[src/common/adcc_cfg.svh]
`ifndef ADCC_CFG_SVH
`define ADCC_CFG_SVH

// Register offsets
`define ADCC_REG_PINFUNC 8'h08
`define ADCC_REG_CLKCFG 8'h09
`define ADCC_REG_STATUS 8'h0a
`define ADCC_REG_CLKDIV 8'h0b
`define ADCC_REG_OUTMODE 8'h14
`define ADCC_REG_SPAN 8'h18

// Reset values
`define ADCC_RST_PINFUNC 8'h00
`define ADCC_RST_CLKCFG 8'h01
`define ADCC_RST_CLKDIV 8'h00
`define ADCC_RST_OUTMODE 8'h30
`define ADCC_RST_SPAN 8'he0

// Field positions
`define ADCC_PINF_MSB 6
`define ADCC_PINF_LSB 5
`define ADCC_PWRCMD_MSB 1
`define ADCC_PWRCMD_LSB 0
`define ADCC_DCS_EN_BIT 0
`define ADCC_DIV_MSB 2
`define ADCC_DIV_LSB 0
`define ADCC_FMT_MSB 1
`define ADCC_FMT_LSB 0
`define ADCC_OEB_DATA_BIT 4
`define ADCC_OEB_DCO_BIT 5

// Span codes
`define ADCC_SPAN_1V00 8'hc0
`define ADCC_SPAN_1V14 8'hc8
`define ADCC_SPAN_1V33 8'hd0
`define ADCC_SPAN_1V60 8'hd8
`define ADCC_SPAN_2V00 8'he0

// Output codes
`define ADCC_MID_SCALE 10'h200

// Timing
`define ADCC_CLK_PERIOD_NS 50
`define ADCC_CLK_FREQ_KHZ 20000
`define ADCC_DCS_MIN_KHZ 20000
`define ADCC_RELOCK_MIN_NS 1500
`define ADCC_RELOCK_CYC \
  ((`ADCC_RELOCK_MIN_NS + `ADCC_CLK_PERIOD_NS - 1) / `ADCC_CLK_PERIOD_NS)
`define ADCC_PD_TIME_MAX 12'hfff
`define ADCC_STBY_WAKE_SHIFT 2

`endif

[src/common/adcc_pkg.sv]
package adcc_pkg;
  // Output coding
  typedef enum logic [1:0] {
    FMT_OFFSET = 2'b00,
    FMT_TWOS = 2'b01,
    FMT_GRAY = 2'b10
  } adcc_fmt_type;
  // Function of the multi-function control pin
  typedef enum logic [1:0] {
    PINF_POWER_DOWN_PIN = 2'b00,
    PINF_OUT_DIS = 2'b01,
    PINF_STBY = 2'b10,
    PINF_NONE = 2'b11
  } adcc_pinf_type;
  // Power command field and power state
  typedef enum logic [1:0] {
    PWR_RUN = 2'b00,
    PWR_DOWN = 2'b01,
    PWR_STBY = 2'b10,
    PWR_WAKE = 2'b11
  } adcc_pwr_type;
endpackage : adcc_pkg

[src/adcc_sync2.sv]
module adcc_sync2 #(
  parameter int W = 1
) (
  // Clock and control
  input wire logic clk_i,
  input wire logic rst_i,
  input wire logic ce_i,
  // Asynchronous levels in, synchronised out
  input wire logic [W-1:0] async_i,
  output logic [W-1:0] sync_o
);
  logic [W-1:0] meta_r;

  // Two stages; the first one feeds only the second
  always_ff @(posedge clk_i or posedge rst_i) begin
    if (rst_i) begin
      meta_r <= '0;
      sync_o <= '0;
    end else if (ce_i) begin
      meta_r <= async_i;
      sync_o <= meta_r;
    end
  end
endmodule : adcc_sync2

[src/adcc_clk_div.sv]
module adcc_clk_div (
  // Clock and control
  input wire logic clk_i,
  input wire logic rst_i,
  input wire logic ce_i,
  input wire logic run_i,
  // Configuration
  input wire logic [2:0] ratio_m1_i,
  input wire logic dcs_en_i,
  // Internal sample clock
  output logic stb_o,
  output logic clk_int_o
);
  logic [2:0] cnt_r;
  logic [2:0] ratio_prev_r;
  logic [3:0] twice_cnt;
  logic [3:0] div_n;

  // Strobe on count zero, aligned to an input rising edge
  assign stb_o = run_i && (cnt_r == 3'h0);
  assign twice_cnt = {cnt_r, 1'b0};
  assign div_n = {1'b0, ratio_m1_i} + 4'h1;
  // Rise always at the strobe; stabiliser only moves the fall
  assign clk_int_o = run_i && (dcs_en_i ? (twice_cnt < div_n)
                                        : (cnt_r == 3'h0));

  // Count 0 .. N-1, restart when the ratio changes
  always_ff @(posedge clk_i or posedge rst_i) begin
    if (rst_i) begin
      cnt_r <= 3'h0;
      ratio_prev_r <= 3'h0;
    end else if (ce_i) begin
      ratio_prev_r <= ratio_m1_i;
      if (!run_i || ratio_prev_r != ratio_m1_i || cnt_r >= ratio_m1_i)
        cnt_r <= 3'h0;
      else
        cnt_r <= cnt_r + 3'h1;
    end
  end
endmodule : adcc_clk_div

[src/adcc_top.sv]
// Summary of operation
// - Span register codes c0,c8,d0,d8,e0 select 1.0 to 2.0 V spans.
// - Sense pin low selects internal reference; tied high selects external.
// - Input clock divider ratio is any integer from 1 to 8.
// - Stabiliser regenerates only the falling edge, nominal 50% high.
// - Stabiliser loop need not work below a 20 MHz clock.
// - Serial mode: power-down by register command or control pin.
// - Pin mode: power-down pin high powers down, low restores.
// - All output drivers go high impedance while powered down.
// - Power-down stops reference, buffer, bias, clock; wake grows with time.
// - Serial mode standby keeps reference on for faster wake-up.
// - Pin mode: format pin low offset binary, high twos complement.
// - Pin mode: disable strap low runs, high disables outputs.
// - Serial mode: offset binary, twos complement or Gray coding.
// - Bits 6:5 of register 08 choose the control pin function.
// - Data and data clock drivers three-state independently via pin.
// - Output-disable function: pin low enables, high three-states drivers.
// - Each sample is taken on the internal clock rising edge.
// - Zero input gives 200h offset, 000h twos; overrange passes through.
`include "adcc_cfg.svh"
module adcc_top
  import adcc_pkg::*;
(
  // Clock, reset, freeze
  input wire logic clk_i,
  input wire logic rst_i,
  input wire logic ce_i,
  // Register port from the serial engine
  input wire logic [7:0] reg_addr_i,
  input wire logic [7:0] reg_wdata_i,
  input wire logic reg_wr_i,
  input wire logic reg_rd_i,
  output logic [7:0] reg_rdata_o,
  // Configuration pins
  input wire logic serial_mode_pin_i,
  input wire logic sense_pin_i,
  input wire logic power_down_pin_i,
  input wire logic format_select_pin_i,
  input wire logic output_disable_strap_pin_i,
  input wire logic mode_pin_i,
  // Converter core
  input wire logic [9:0] core_data_i,
  input wire logic core_ovr_i,
  // Output drivers
  output logic [9:0] data_o,
  output logic ovr_o,
  output logic data_oe_n_o,
  output logic data_clock_output_o,
  output logic dco_oe_n_o,
  // Analog controls
  output logic ref_int_en_o,
  output logic ref_buf_en_o,
  output logic bias_en_o,
  output logic clk_run_o,
  output logic [2:0] span_sel_o,
  output logic duty_cycle_stabilizer_o,
  output logic dcs_locked_o
);
  logic [7:0] pinfunc_r;
  logic [7:0] clkcfg_r;
  logic [7:0] clkdiv_r;
  logic [7:0] outmode_r;
  logic [7:0] span_r;
  logic [5:0] pins_s;
  logic serial_s, ext_ref_s, power_down_pin_s, fmt_pin_s, strap_s, mode_s;
  adcc_pwr_type pwr_state_r, pwr_state_nxt;
  adcc_pwr_type pwr_cmd;
  adcc_pinf_type pinf;
  adcc_fmt_type fmt_sel;
  logic [11:0] pd_time_r;
  logic [11:0] wake_cnt_r;
  logic [5:0] lock_cnt_r;
  logic [2:0] ratio_prev_r;
  logic dcs_act_prev_r;
  logic pd_req, sb_req, pwr_off, dis_data, dis_dco;
  logic div_stb, div_clk;
  logic [2:0] ratio_m1;
  logic [31:0] div_n_w;
  logic dcs_rate_ok, dcs_act;
  logic [9:0] fmt_data;
  logic [2:0] span_dec;
  logic [7:0] rd_mux;
  logic wr_pinf, wr_clkcfg, wr_clkdiv, wr_outmode, wr_span;

  // Pin synchronisers
  adcc_sync2 #(.W(6)) u_pin_sync (
    .clk_i(clk_i),
    .rst_i(rst_i),
    .ce_i(ce_i),
    .async_i({serial_mode_pin_i, sense_pin_i, power_down_pin_i,
              format_select_pin_i, output_disable_strap_pin_i, mode_pin_i}),
    .sync_o(pins_s)
  );
  assign {serial_s, ext_ref_s, power_down_pin_s, fmt_pin_s, strap_s, mode_s} = pins_s;

  // Register write decode
  assign wr_pinf = reg_wr_i && (reg_addr_i == `ADCC_REG_PINFUNC);
  assign wr_clkcfg = reg_wr_i && (reg_addr_i == `ADCC_REG_CLKCFG);
  assign wr_clkdiv = reg_wr_i && (reg_addr_i == `ADCC_REG_CLKDIV);
  assign wr_outmode = reg_wr_i && (reg_addr_i == `ADCC_REG_OUTMODE);
  assign wr_span = reg_wr_i && (reg_addr_i == `ADCC_REG_SPAN);

  // Configuration registers
  always_ff @(posedge clk_i or posedge rst_i) begin
    if (rst_i) begin
      pinfunc_r <= `ADCC_RST_PINFUNC;
      clkcfg_r <= `ADCC_RST_CLKCFG;
      clkdiv_r <= `ADCC_RST_CLKDIV;
      outmode_r <= `ADCC_RST_OUTMODE;
      span_r <= `ADCC_RST_SPAN;
    end else if (ce_i) begin
      if (wr_pinf) pinfunc_r <= reg_wdata_i;
      if (wr_clkcfg) clkcfg_r <= reg_wdata_i;
      if (wr_clkdiv) clkdiv_r <= reg_wdata_i;
      if (wr_outmode) outmode_r <= reg_wdata_i;
      if (wr_span) span_r <= reg_wdata_i;
    end
  end

  // Field decode
  assign pinf =
    adcc_pinf_type'(pinfunc_r[`ADCC_PINF_MSB:`ADCC_PINF_LSB]);
  assign pwr_cmd =
    adcc_pwr_type'(pinfunc_r[`ADCC_PWRCMD_MSB:`ADCC_PWRCMD_LSB]);
  assign ratio_m1 = clkdiv_r[`ADCC_DIV_MSB:`ADCC_DIV_LSB];

  // Span code decode; unlisted codes fall back to full span
  assign span_dec = (span_r == `ADCC_SPAN_1V00) ? 3'd0 :
                    (span_r == `ADCC_SPAN_1V14) ? 3'd1 :
                    (span_r == `ADCC_SPAN_1V33) ? 3'd2 :
                    (span_r == `ADCC_SPAN_1V60) ? 3'd3 : 3'd4;

  // Stabiliser only runs when the divided rate reaches its floor
  assign div_n_w = 32'(ratio_m1) + 32'd1;
  assign dcs_rate_ok = 32'(`ADCC_CLK_FREQ_KHZ) >=
                       32'(`ADCC_DCS_MIN_KHZ) * div_n_w;
  assign dcs_act = clkcfg_r[`ADCC_DCS_EN_BIT] && dcs_rate_ok;

  // Power requests: pin mode uses the power-down pin only
  assign pd_req = serial_s
    ? (pwr_cmd == PWR_DOWN || (pinf == PINF_POWER_DOWN_PIN && mode_s))
    : power_down_pin_s;
  assign sb_req = serial_s &&
    (pwr_cmd == PWR_STBY || (pinf == PINF_STBY && mode_s));

  // Power state sequencing
  always_comb begin
    pwr_state_nxt = pwr_state_r;
    case (pwr_state_r)
      PWR_RUN: begin
        if (pd_req) pwr_state_nxt = PWR_DOWN;
        else if (sb_req) pwr_state_nxt = PWR_STBY;
      end
      PWR_DOWN, PWR_STBY: begin
        if (pd_req) pwr_state_nxt = PWR_DOWN;
        else if (sb_req) pwr_state_nxt = PWR_STBY;
        else pwr_state_nxt = PWR_WAKE;
      end
      PWR_WAKE: begin
        if (pd_req) pwr_state_nxt = PWR_DOWN;
        else if (sb_req) pwr_state_nxt = PWR_STBY;
        else if (wake_cnt_r == 12'h000) pwr_state_nxt = PWR_RUN;
      end
      default: pwr_state_nxt = PWR_RUN;
    endcase
  end

  // State, time spent down, and a wake delay that follows it
  always_ff @(posedge clk_i or posedge rst_i) begin
    if (rst_i) begin
      pwr_state_r <= PWR_RUN;
      pd_time_r <= 12'h000;
      wake_cnt_r <= 12'h000;
    end else if (ce_i) begin
      pwr_state_r <= pwr_state_nxt;
      if (pwr_state_r == PWR_DOWN || pwr_state_r == PWR_STBY) begin
        if (pd_time_r != `ADCC_PD_TIME_MAX) pd_time_r <= pd_time_r + 12'h1;
      end else if (pwr_state_r == PWR_RUN) begin
        pd_time_r <= 12'h000;
      end
      if (pwr_state_nxt == PWR_WAKE && pwr_state_r != PWR_WAKE)
        wake_cnt_r <= (pwr_state_r == PWR_STBY)
          ? (pd_time_r >> `ADCC_STBY_WAKE_SHIFT) : pd_time_r;
      else if (pwr_state_r == PWR_WAKE && wake_cnt_r != 12'h000)
        wake_cnt_r <= wake_cnt_r - 12'h1;
    end
  end

  // Driver disables
  assign pwr_off = (pwr_state_r != PWR_RUN);
  assign dis_data = serial_s
    ? (pinf == PINF_OUT_DIS && mode_s && outmode_r[`ADCC_OEB_DATA_BIT])
    : strap_s;
  assign dis_dco = serial_s
    ? (pinf == PINF_OUT_DIS && mode_s && outmode_r[`ADCC_OEB_DCO_BIT])
    : strap_s;

  // Output coding
  assign fmt_sel = serial_s
    ? adcc_fmt_type'(outmode_r[`ADCC_FMT_MSB:`ADCC_FMT_LSB])
    : (fmt_pin_s ? FMT_TWOS : FMT_OFFSET);
  assign fmt_data = (fmt_sel == FMT_TWOS) ? {~core_data_i[9], core_data_i[8:0]}
                  : (fmt_sel == FMT_GRAY) ? (core_data_i ^ (core_data_i >> 1))
                  : core_data_i;

  // Divider and stabiliser
  adcc_clk_div u_clk_div (
    .clk_i(clk_i),
    .rst_i(rst_i),
    .ce_i(ce_i),
    .run_i(clk_run_o),
    .ratio_m1_i(ratio_m1),
    .dcs_en_i(dcs_act),
    .stb_o(div_stb),
    .clk_int_o(div_clk)
  );

  // Relock window after a clock change, reported as status
  always_ff @(posedge clk_i or posedge rst_i) begin
    if (rst_i) begin
      ratio_prev_r <= 3'h0;
      dcs_act_prev_r <= 1'b0;
      lock_cnt_r <= 6'h00;
    end else if (ce_i) begin
      ratio_prev_r <= ratio_m1;
      dcs_act_prev_r <= dcs_act;
      if (ratio_prev_r != ratio_m1 || dcs_act_prev_r != dcs_act || !clk_run_o)
        lock_cnt_r <= 6'(`ADCC_RELOCK_CYC);
      else if (lock_cnt_r != 6'h00)
        lock_cnt_r <= lock_cnt_r - 6'h1;
    end
  end

  // Sampled data and driver controls
  always_ff @(posedge clk_i or posedge rst_i) begin
    if (rst_i) begin
      data_o <= 10'h000;
      ovr_o <= 1'b0;
      data_oe_n_o <= 1'b1;
      dco_oe_n_o <= 1'b1;
      data_clock_output_o <= 1'b0;
    end else if (ce_i) begin
      if (div_stb && pwr_state_r == PWR_RUN) begin
        data_o <= fmt_data;
        ovr_o <= core_ovr_i;
      end
      data_oe_n_o <= pwr_off || dis_data;
      dco_oe_n_o <= pwr_off || dis_dco;
      data_clock_output_o <= div_clk;
    end
  end

  // Analog enables and status outputs
  always_ff @(posedge clk_i or posedge rst_i) begin
    if (rst_i) begin
      ref_int_en_o <= 1'b0;
      ref_buf_en_o <= 1'b0;
      bias_en_o <= 1'b0;
      clk_run_o <= 1'b0;
      span_sel_o <= 3'd4;
      duty_cycle_stabilizer_o <= 1'b0;
      dcs_locked_o <= 1'b0;
    end else if (ce_i) begin
      ref_int_en_o <= !ext_ref_s && pwr_state_r != PWR_DOWN;
      ref_buf_en_o <= !pwr_off || pwr_state_r == PWR_WAKE;
      bias_en_o <= !pwr_off || pwr_state_r == PWR_WAKE;
      clk_run_o <= !pwr_off || pwr_state_r == PWR_WAKE;
      span_sel_o <= span_dec;
      duty_cycle_stabilizer_o <= dcs_act;
      dcs_locked_o <= dcs_act && lock_cnt_r == 6'h00;
    end
  end

  // Register read mux; unmapped offsets read zero
  assign rd_mux =
    (reg_addr_i == `ADCC_REG_PINFUNC) ? pinfunc_r :
    (reg_addr_i == `ADCC_REG_CLKCFG) ? clkcfg_r :
    (reg_addr_i == `ADCC_REG_CLKDIV) ? clkdiv_r :
    (reg_addr_i == `ADCC_REG_OUTMODE) ? outmode_r :
    (reg_addr_i == `ADCC_REG_SPAN) ? span_r :
    (reg_addr_i == `ADCC_REG_STATUS) ?
      {3'h0, ext_ref_s, pwr_state_r, pwr_state_r == PWR_RUN, dcs_locked_o} :
    8'h00;

  always_ff @(posedge clk_i or posedge rst_i) begin
    if (rst_i) reg_rdata_o <= 8'h00;
    else if (ce_i && reg_rd_i) reg_rdata_o <= rd_mux;
  end
endmodule : adcc_top

[config.mk]
export PLATFORM = sky130hd
export DESIGN_NAME = adcc_top
export DESIGN_NICKNAME = d
export VERILOG_FILES = /design/src/common/adcc_pkg.sv /design/src/adcc_sync2.sv /design/src/adcc_clk_div.sv /design/src/adcc_top.sv
export VERILOG_INCLUDE_DIRS = /design/src /design/src/common
export SDC_FILE = /design/constraint.sdc
export NUM_CORES = 1
export LEC_CHECK = 0
export ABC_CLOCK_PERIOD_IN_PS = 5700
export BUFFER_PORTS_ARGS = -buffer_cell sky130_fd_sc_hd__buf_2
export CORE_UTILIZATION = 50
export CTS_CLUSTER_SIZE = 20
export DETAILED_ROUTE_END_ITERATION = 10
export PLACE_DENSITY = 0.68
export SLEW_MARGIN = 5
export SYNTH_ARGS = -nofsm -noshare
export SYNTH_HDL_FRONTEND = slang
export SYNTH_SLANG_ARGS = --single-unit
export TNS_END_PERCENT = 100
[constraint.sdc]
create_clock -name clk_i -period 5.7 [get_ports clk_i]
set_input_delay 0.285 -clock clk_i [delete_from_list [all_inputs] [get_ports clk_i]]
set_output_delay 0.285 -clock clk_i [all_outputs]
set_load 0.01 [all_outputs]
[Word level (Yosys, flattened, before mapping)]
Cells that the tools add are included.
Word-level totals
  bits in writable memories: 0
  bits of input ports: 38
  word-level logic and storage cells: 151
  output and inout port bits: 31
  ROM bits: 0
  memories kept: 0
  register bits after elaboration: 119
  latch bits: 0
Cells by class
  bitwise gates (word level): 2
  multipliers: 1
  shift-type cells: 0
  equality and inequality tests: 26
  mux-type cells: 35
  magnitude comparators: 3
  divide/modulo/power cells: 0
  $add $sub $neg: 6
  reduce and logical (&&, ||, !) cells: 54
Operators with widths (count)
  12-bit 2-to-1 mux: 6
  8-bit 2-to-1 mux: 5
  8-bit by 4-bit equality test with 1-bit output (second input constant): 4
  8-bit equality test (second input constant): 4
  1-bit logical AND: 20
  10-bit 2-to-1 mux: 2
  15-bit by 19-bit >= comparator with 1-bit output (first input constant): 1
  8-bit by 5-bit equality test with 1-bit output (second input constant): 2
  2-bit AND reduction: 8
  3-bit 2-to-1 mux: 5
  10-bit by 4-bit multiplier with 14-bit output (first input constant): 1
  2-bit 2-to-1 mux: 7
  12-bit by 1-bit adder with 12-bit output (second input constant): 1
  2-bit equality test (second input constant): 6
  12-bit logical NOT: 1
  6-bit 2-to-1 mux: 2
  12-bit inequality test (second input constant): 1
  12-bit nonzero test: 1
  12-bit by 1-bit subtractor with 12-bit output (second input constant): 1
  1-bit logical OR: 10
  10-bit by 9-bit XOR with 10-bit output: 1
  3-bit by 1-bit adder with 4-bit output (second input constant): 2
  2-bit by 1-bit equality test with 1-bit output (second input constant): 4
  2-bit nonzero test: 4
  19 further kinds: 28

[Logic depth before layout (Yosys ltp)]
Gate-level depths: netlist of run 1.
  depth in word-level cells: 11
  gate-level depth with buffers: 17
  mapped depth without buffers: 17

[Modules after synthesis]
Synthesis of run 1 repeated with hierarchy kept, for this count alone.
Second synthesis, totals
  cells, all modules: 646
  area total of the unflattened synthesis: 6769.0 um^2
By module, submodules not included
  adcc_top: cells each 572, area each 5811.8 um^2, sequential area each 2613.8 um^2, times used 1
  adcc_sync2: cells each 26, area each 488.0 um^2, sequential area each 300.3 um^2, times used 1
  adcc_clk_div: cells each 48, area each 469.2 um^2, sequential area each 150.1 um^2, times used 1

[Worst setup path after synthesis of run 1]
No wires, ideal clock.
  kind: reg2reg
  from: register clkdiv_r[0]
  to: register lock_cnt_r[1]
  path slack: 1044 ps
  data required time: 5579 ps
  buffers on the path: 0
  cell stages (with the launch flop): 18
  data arrival time: 4535 ps
  period minus slack after synthesis: 4656 ps
  library setup time: 121 ps
  path through: dfrtp_1 > ha_1 > xor2_1 > inv_1 > ha_1 > inv_1 > ha_1 > or2_2 > ha_1 > ha_1 > a221o_1 > a2111o_1 > and3_1 > o221ai_2 > nor3_1 > or3_1 > or3_1 > o22a_1
Between the ends
  cells in the longest elaborated chain, start to end: 9
  elaborated cells between the ends (all ways): 11
  classes of those cells: 1 x add/sub; 1 x mul; 1 x order compare; 2 x eq/ne; 1 x mux; 5 x reduce/logical
Ends and longest elaborated chain
  from (decl): line adcc_top.sv:61  | logic [7:0] clkdiv_r;
  from (signal assigned): line adcc_top.sv:108  | clkdiv_r <= `ADCC_RST_CLKDIV;
  from (signal assigned): line adcc_top.sv:114  | if (wr_clkdiv) clkdiv_r <= reg_wdata_i;
  3-bit by 1-bit adder with 4-bit output: line adcc_top.sv:134  | assign div_n_w = 32'(ratio_m1) + 32'd1;
  10-bit by 4-bit multiplier with 14-bit output: line adcc_top.sv:136  | 32'(`ADCC_DCS_MIN_KHZ) * div_n_w;
  15-bit by 19-bit >= comparator with 1-bit output: line adcc_top.sv:135  | assign dcs_rate_ok = 32'(`ADCC_CLK_FREQ_KHZ) >=
  1-bit logical AND: line adcc_top.sv:137  | assign dcs_act = clkcfg_r[`ADCC_DCS_EN_BIT] && dcs_rate_ok;
  1-bit inequality test: line adcc_top.sv:227  | if (ratio_prev_r != ratio_m1 || dcs_act_prev_r != dcs_act || !clk_run_o)
  1-bit logical OR (*) (2 in a row): line adcc_top.sv:227
  2-bit nonzero test (no source line)
  2-bit AND reduction (no source line)
  to (signal assigned): line adcc_top.sv:228  | lock_cnt_r <= 6'(`ADCC_RELOCK_CYC);
  to (signal assigned): line adcc_top.sv:230  | lock_cnt_r <= lock_cnt_r - 6'h1;
  to (decl): line adcc_top.sv:72  | logic [5:0] lock_cnt_r;
Mark *: on every way between the ends. The rest lies on a longest branch, timed or not.
A chain may end at the register's enable or synchronous reset.

[Worst setup path in the final report of run 1]
  from: register clkdiv_r[1]
  to: register lock_cnt_r[1]
Same word-level chain as after synthesis.

==> key figures, run 1 <==
Status
  • Outcome: complete, no violations

Place
  • Port bufs: 68
  • Inst Count DP: ~850
  • Post-placement worst setup slack: 0.481 ns
  • DP HPWL: 10.1 mm
  • RePlAce Congestion: 0.821

STA
  • Worst setup slack after layout: 0.478 ns
  • Max-slew violation count: 0
  • Maximum achievable frequency: around 0.19 GHz
  • Transition time at the pin with the least slew margin: 0.998 ns
  • Period utilization: slightly above 90%
  • Post-route minimum period: 5.22 ns
  • Max Clock Skew: about 0.0073 ns
  • Setup TNS: 0 ns
  • Final Setup Violations: 0
  • Final Hold Violating Endpoints: 0
  • Setup repair after global routing missed its margin: false
  • Worst relative slew slack: between 30% and 40%

Power
  • Power after layout: 2840 uW
  • Total leakage power: 0.00356 uW
  • IR drop worst, VDD: 290 uV
  • Power density over cell area: ~370 mW/mm2

Drt
  • DR vias/cell: between 5 and 6
  • Remaining design rule violation count: 0
  • Routed vias: 5028
  • Total iterations of the first detailed-routing run: 6
  • WL final: 14.4 mm
  • Final ANT Viol Nets: 0
  • Drt wl/cell: 16.2 um
  • Number of violations reported at the end of detailed-routing iteration 0: 306

Critical path
  • Biggest fanout along the worst timing path: 12
  • Critical-path cell list: ha_1 > xor2_1 > inv_1 > ha_1 > inv_1 > ha_1 > or2_2 > ha_1 > ha_1 > a221o_1 > a2111o_1 > and3_1 > o221ai_2 > nor3_1 > or3_1 > or3_1 > o22a_1
  • Cell type with the highest occurrence count on the critical path: sky130_fd_sc_hd__ha_1
  • CP delay by family, top: adder cells
  • Slowest Stage Delay on Critical Path: 0.55 ns
  • CP arrival: 5.52 ns
  • Number of buffer and inverter instances along the worst setup path: 2
  • Slowest cell on crit path: sky130_fd_sc_hd__dfrtp_1
  • Required time at the worst-slack endpoint: 6.00 ns
  • Total stage count of the critical path: 17
  • Startpoint kind of the worst setup timing path: flop
  • Critical path class: reg -> reg
  • Reg-to-Reg Start: clkdiv_r[1]$_DFFE_PP0P_
  • Kind of end point of the critical path: flop
  • Worst reg-to-reg path cell count: 17
  • Worst setup path start: clkdiv_r[1]$_DFFE_PP0P_

Logic synthesis
  • Top cell type's share of synthesized area: 42.2%
  • Post-synth cell types: 58
  • Yosys warnings: 0
  • Synthesis-stage register bit count: around 120
  • Number of enable-type register cells in the synthesized netlist: 0
  • Post-synthesis average cell area: 10.3 um2
  • Cell types occupying the most area after synthesis: sky130_fd_sc_hd__dfrtp_1 42%, sky130_fd_sc_hd__mux2_2 10%, sky130_fd_sc_hd__ha_1 6.3%, sky130_fd_sc_hd__dfstp_2 3.6%, sky130_fd_sc_hd__nand2_1 3.6%
  • Cell taking the most area after synthesis: sky130_fd_sc_hd__dfrtp_1
  • Netlist area before placement: 0.00652 mm2
  • Fraction of synthesis flops using an asynchronous set or reset pin: 100%
  • Synth Flop Type: sky130_fd_sc_hd__dfrtp_1
  • Post-synth net total: 707
  • Register area share after synthesis: 45.9%
  • Gate count of the mapped netlist: 635

GRT
  • Total global routing track utilization: 23.4%
  • Pin count of the biggest net entering global routing: 81
  • First-pass GRT wire length: 24.2 mm
  • Number of global-route vias before repair: 4884
  • Antenna violations before repair: 0
  • GR Overflow Total: 0

Final layout
  • Highest-count cells in the layout ignoring fill and taps: 110 x sky130_fd_sc_hd__dfrtp_1, 68 x sky130_fd_sc_hd__buf_2, 63 x sky130_fd_sc_hd__nand2_1, 60 x sky130_fd_sc_hd__mux2_2, 46 x sky130_fd_sc_hd__o21ai_0
  • Area delta synth->final: 16.4%
  • Number of nets in the layout: 773
  • Layout Cells excl Fill: between 800 and 900
  • Antenna diode instance count: 0
  • Leading cell type in the layout, fill and taps excluded: sky130_fd_sc_hd__dfrtp_1
  • Final design utilization: 59.9%
  • Layout cells sized above 1: 25.2%

Clock tree
  • Clock latency on the worst-skew pair: 0.42 ns
  • Number of CTS-inserted buffers: 17
  • Clk buf depth: 2
  • Buffer count from post-CTS setup fixing: 0
  • Sinks on Clock Net: between 100 and 150
  • H-tree lvl count: 4
  • Clk Tree Root Cell: sky130_fd_sc_hd__clkbuf_16
  • TritonCTS clock tree: built
  • Clock transition at the register clock pins on the worst setup and hold paths after CTS: 0.06 ns

Floorplanning
  • Horizontal die dimension: 116 um
  • Die span in y: 116 um
  • Initial Util: 51.4%
  • Placement Rows: 41
  • Total I/O pin count: 69
  • Core area: 0.0127 mm2
  • Area enclosed by the die boundary: 0.0135 mm2

Worst hold path
  • Startpoint of the most critical hold path: format_select_pin_i
  • Worst hold path stage count: 2
  • Classification of the worst-slack hold path: in -> reg

Flow run
  • Number of violations of the max-capacitance limit: 0
timing repair:
item / 4_1_cts / 5_1_grt
gates resized for setup: 0 / 0
setup endpoints to repair: 0 / 0
hold endpoints to repair: 37 / 0
hold buffers: 1 / 0
through the flow:
| step | hold slack, ns | area, um2 |
|---|---|---|
| after floorplan | 0.435 | 6520 |
| after global placement | 0.353 | 6990 |
| after detailed placement | 0.358 | 6990 |
| after CTS | 0.0940 | 7580 |
| after global routing | 0.100 | 7580 |
| final | 0.0997 | 7580 |
report_power, final:
group          internal (uW)  switching (uW)  leakage (uW)  total (uW)
clock network            645             400      0.000281        1050
registers                996             137       0.00153        1130
logic                    279             385       0.00175         664
total                   1920             923       0.00356        2840
layout make-up:
type                            count  area [um2]
Timing Repair Buffer               72         373
Clock buffer                       18         429
Tap cell                          172         215
Sequential cell                   119        2990
Fill cell                        1102        5090
Multi-Input combinational cell    462        3320
Inverter                           29         111
Clock inverter                     14         151
logic make-up after synthesis:
family	synth area share, %
mux	13.1
xor+xnor	2.82
simple gates	14.2
buf+inv	3.28
fa+ha+maj	6.64
flops	45.9
compound gates	14.1
Yosys cell counts, drive strengths merged (4+ instances only):
master and n:
o21ai 47, a32o 5, o31ai 5, mux2 60, nand4 8, nor2 40, dfrtp 110, nor2b 6
a221oi 6, a22oi 6, xor2 16, a22o 7, nor3 10, a21o 8, nand3b 4, nand2b 6
ha 33, nand2 63, a21oi 38, and3 6, clkbuf 19, dfstp 9, nor4 5, nand3 14
inv 29, buf 6, mux2i 18, or3 11, xnor2 5
worst paths after layout:
path | to | slack, ns
setup reg to reg | lock_cnt_r[1]$_DFFE_PP0P_ | 0.48
max in group asynchronous | pinfunc_r[7]$_DFFE_PP0P_ | 3.84
hold reg to reg | reg_rdata_o[6]$_DFFE_PP0P_ | 0.48
setup / recovery | lock_cnt_r[1]$_DFFE_PP0P_ | 0.48
min in group asynchronous | pd_time_r[6]$_DFFE_PP0P_ | 0.47
hold / removal | u_pin_sync.meta_r[2]$_DFFE_PP0P_ | 0.1
per-layer routing:
layer / GRT usage [%] / up-vias / share of wire (%)
met1: 30.9 / 2492 / 46
met3: 4.77 / 14 / 3.1
li1: - / 2435 / -
met4: 8.38 / 0 / 1.1
met2: 38.5 / 87 / 50
met5: 0 / - / 0
worst register-to-register path, stage by stage (launching register included):
cell	delay, ns
sky130_fd_sc_hd__dfrtp_1	0.55
sky130_fd_sc_hd__ha_1	0.31
sky130_fd_sc_hd__xor2_1	0.38
sky130_fd_sc_hd__inv_1	0.15
sky130_fd_sc_hd__ha_1	0.30
sky130_fd_sc_hd__inv_1	0.06
sky130_fd_sc_hd__ha_1	0.17
sky130_fd_sc_hd__or2_2	0.29
sky130_fd_sc_hd__ha_1	0.27
sky130_fd_sc_hd__ha_1	0.34
sky130_fd_sc_hd__a221o_1	0.37
sky130_fd_sc_hd__a2111o_1	0.45
sky130_fd_sc_hd__and3_1	0.19
sky130_fd_sc_hd__o221ai_2	0.19
sky130_fd_sc_hd__nor3_1	0.11
sky130_fd_sc_hd__or3_1	0.40
sky130_fd_sc_hd__or3_1	0.38
sky130_fd_sc_hd__o22a_1	0.19
registers in the layout, summed over array words and instances, names as in the netlist:
name and count:
dcs_locked_o 1, span_sel_o 3, clkcfg_r 8, data_oe_n_o 1, ovr_o 1, u_clk_div.ratio_prev_r 3, pwr_state_r 2, pinfunc_r 8
pd_time_r 12, dco_oe_n_o 1, lock_cnt_r 6, u_pin_sync.meta_r 6, wake_cnt_r 12, outmode_r 8, clk_run_o 1, data_clock_output_o 1
span_r 8, duty_cycle_stabilizer_o 1, clkdiv_r 8, data_o 10, ref_int_en_o 1, reg_rdata_o 8, u_pin_sync.sync_o 6, u_clk_div.cnt_r 3
No activity file was read; power rests on OpenSTA's default activity.
==> inputs of run 2 (changes only) <==
--- a/config.mk
+++ b/config.mk
@@ -6,12 +6,12 @@
 export SDC_FILE = /design/constraint.sdc
 export NUM_CORES = 1
 export LEC_CHECK = 0
-export ABC_CLOCK_PERIOD_IN_PS = 5700
+export ABC_CLOCK_PERIOD_IN_PS = 4450
 export BUFFER_PORTS_ARGS = -buffer_cell sky130_fd_sc_hd__buf_2
 export CORE_UTILIZATION = 50
 export CTS_CLUSTER_SIZE = 20
 export DETAILED_ROUTE_END_ITERATION = 10
-export PLACE_DENSITY = 0.68
+export PLACE_DENSITY = 0.7
 export SLEW_MARGIN = 5
 export SYNTH_ARGS = -nofsm -noshare
 export SYNTH_HDL_FRONTEND = slang
==> constraint.sdc (replaced) <==
create_clock -name clk_i -period 4.45 [get_ports clk_i]
set_input_delay 0.2225 -clock clk_i [delete_from_list [all_inputs] [get_ports clk_i]]
set_output_delay 0.2225 -clock clk_i [all_outputs]
set_load 0.01 [all_outputs]
==> run 2 against run 1 <==
Flip-flop and latch count stayed put. First-iteration DRC count fell by 10%. Clock skew rose by 0.0010 ns. Critical path type unchanged.
==> key figures, run 2 (same netlist as run 1, synthesis figures left out) <==
Critical path
  • Slowest cell on crit path: sky130_fd_sc_hd__a2111o_1
  • CP delay by family, top: compound AO/OA/AOI/OAI gates
  • Biggest fanout along the worst timing path: 3
  • Required time at the worst-slack endpoint: approximately 4.8 ns
  • CP arrival: 4.65 ns
  • Slowest Stage Delay on Critical Path: 0.42 ns
  • Cell type with the highest occurrence count on the critical path: sky130_fd_sc_hd__ha_4
  • Critical path class: reg -> reg
  • Startpoint kind of the worst setup timing path: flop
  • Kind of end point of the critical path: flop
  • Number of buffer and inverter instances along the worst setup path: 2
  • Critical-path cell list: ha_4 > xor2_2 > inv_2 > ha_4 > inv_4 > ha_4 > or2_4 > ha_4 > ha_4 > a221o_1 > a2111o_1 > a21oi_2 > o221ai_2 > o21a_1 > or3_4 > or3_4 > o22a_1

STA
  • Transition time at the pin with the least slew margin: 1.07 ns
  • Max-slew violation count: 0
  • Setup TNS: 0 ns
  • Max Clock Skew: 0.00835 ns
  • Final Hold Violating Endpoints: 0
  • Worst relative slew slack: 28.4%
  • Final Setup Violations: 0
  • Post-route minimum period: 4.35 ns
  • Setup repair after global routing missed its margin: true
  • Maximum achievable frequency: 0.230 GHz
  • Period utilization: 97.9%

Floorplanning
  • Total I/O pin count: 69
  • Core area: 0.0127 mm2
  • Placement Rows: 41
  • Area enclosed by the die boundary: 0.0135 mm2
  • Horizontal die dimension: between 100 and 150 um
  • Initial Util: 51.4%
  • Die span in y: around 120 um

Power
  • Net load switching power: about 1200 uW
  • Switching power as a share of total power: 32.4%
  • Clk pwr share: 35.2%
  • Power density over cell area: ~460 mW/mm2
  • Total leakage power: 0.00358 uW
  • Internal portion of total power: 2410 uW
  • Share of power burned in combinational logic: 24.2%
  • IR drop worst, VDD: 293 uV
  • Flop pwr share: 40.6%

Place
  • DP HPWL: 10.3 mm
  • Inst Count DP: 860
  • Port bufs: 68
  • RePlAce Congestion: 0.850

Worst hold path
  • Classification of the worst-slack hold path: in -> reg

Drt
  • Remaining design rule violation count: 0
  • Final ANT Viol Nets: 0
  • Total iterations of the first detailed-routing run: 4
  • WL final: 14.7 mm
  • Drt wl/cell: 16.3 um
  • Routed vias: 5104
  • DR vias/cell: 5.68
  • Number of violations reported at the end of detailed-routing iteration 0: 274

Final layout
  • Leading cell type in the layout, fill and taps excluded: sky130_fd_sc_hd__dfrtp_1
  • Largest registers: pd_time_r: 12 flops, wake_cnt_r: 12 flops, data_o: 10 flops
  • Number of nets in the layout: 785
  • Highest-count cells in the layout ignoring fill and taps: 110 x sky130_fd_sc_hd__dfrtp_1, 68 x sky130_fd_sc_hd__buf_2, 63 x sky130_fd_sc_hd__nand2_1, 60 x sky130_fd_sc_hd__mux2_2, 46 x sky130_fd_sc_hd__o21ai_0
  • Layout Cells excl Fill: 898
  • Area delta synth->final: 18.8%
  • Layout cells sized above 1: approximately 28%
  • Antenna diode instance count: 0

Clock tree
  • H-tree lvl count: 4
  • Clock latency on the worst-skew pair: 0.42 ns
  • Sinks on Clock Net: 119
  • Clock transition at the register clock pins on the worst setup and hold paths after CTS: 0.05 ns
  • TritonCTS clock tree: built
  • Hold-fix buffers, CTS: 0
  • Number of CTS-inserted buffers: 17
  • Clk Tree Root Cell: sky130_fd_sc_hd__clkbuf_16
  • Clk buf depth: 2

GRT
  • First-pass GRT wire length: between 20 and 25 mm
  • GR Overflow Total: 0
  • Antenna violations before repair: 0
  • Number of global-route vias before repair: 5102
  • Pin count of the biggest net entering global routing: 91
  • Total global routing track utilization: 23.6%

Flow run
  • Number of violations of the max-capacitance limit: 0

Status
  • Outcome: complete, no violations
[run 2: cell count changes in the layout (fill, tap and decap cells not counted), sizes merged]
cell	previous run	this run
bufinv	2	1
clkinvlp	2	5
buf	71	84
clkbuf	18	21
dlygate4sd3	1	0
inv	31	29
clkinv	8	5
[run 2: worst paths after layout]
kind,startpoint,endpoint,slack (ns),cells after the start
setup / recovery,clkdiv_r[1]$_DFFE_PP0P_,lock_cnt_r[1]$_DFFE_PP0P_,0.1,17
max in group asynchronous,rst_i,span_sel_o[2]$_DFFE_PP1P_,3.35,3
hold reg to reg,reg_rdata_o[3]$_DFFE_PP0P_,reg_rdata_o[3]$_DFFE_PP0P_,0.47,2
hold / removal,format_select_pin_i,u_pin_sync.meta_r[2]$_DFFE_PP0P_,0.04,2
min in group asynchronous,rst_i,data_o[1]$_DFFE_PP0P_,0.05,2
setup reg to reg,clkdiv_r[1]$_DFFE_PP0P_,lock_cnt_r[1]$_DFFE_PP0P_,0.1,17
[run 2: timing repair]
action,4_1_cts,5_1_grt
endpoints found under the hold margin,0,0
resized for setup,6,9
pin swaps,7,13
buffers inserted,3,3
setup endpoints to repair,1,3
[run 2: final cells by class]
type                       instances  area [um2]
sequential                       119        2990
inverter                          29         114
multi-input combinational        462        3420
clock buffer                      21         440
timing repair buffer              84         464
fill                            1073        4930
clock inverter                    11         104
tap                              172         215
[run 2: power by group through the flow]
stage	registers (uW)	logic (uW)	clock network, uW
after floorplan	1450	604	0
after global placement	1450	819	0
after detailed placement	1460	851	0
after CTS	1450	865	1270
after global routing	1480	980	1320
final	1450	863	1250
[run 2: through the flow]
stage               hold slack, ns  instance area (um2)  utilization (%)  total power, uW  setup WS, ns
global route                0.0451                 7740             61.1             3780       -0.0294
CTS                         0.0309                 7670             60.6             3590        0.0419
floorplan                    0.373                 6550                -             2060        0.0255
detailed placement           0.463                 7080             55.9             2320       -0.0646
finish                      0.0413                 7740             61.1             3570        0.0956
global placement             0.456                 7080             55.9             2270        0.0562
[run 2: metal layers]
metal / GRT usage, % / up-vias / share of wire (%)
li1: - / 2457 / -
met1: 29.4 / 2513 / 44
met2: 39.6 / 104 / 51
met3: 4.83 / 30 / 3.6
met4: 11.1 / 0 / 2.2
met5: 0 / - / 0
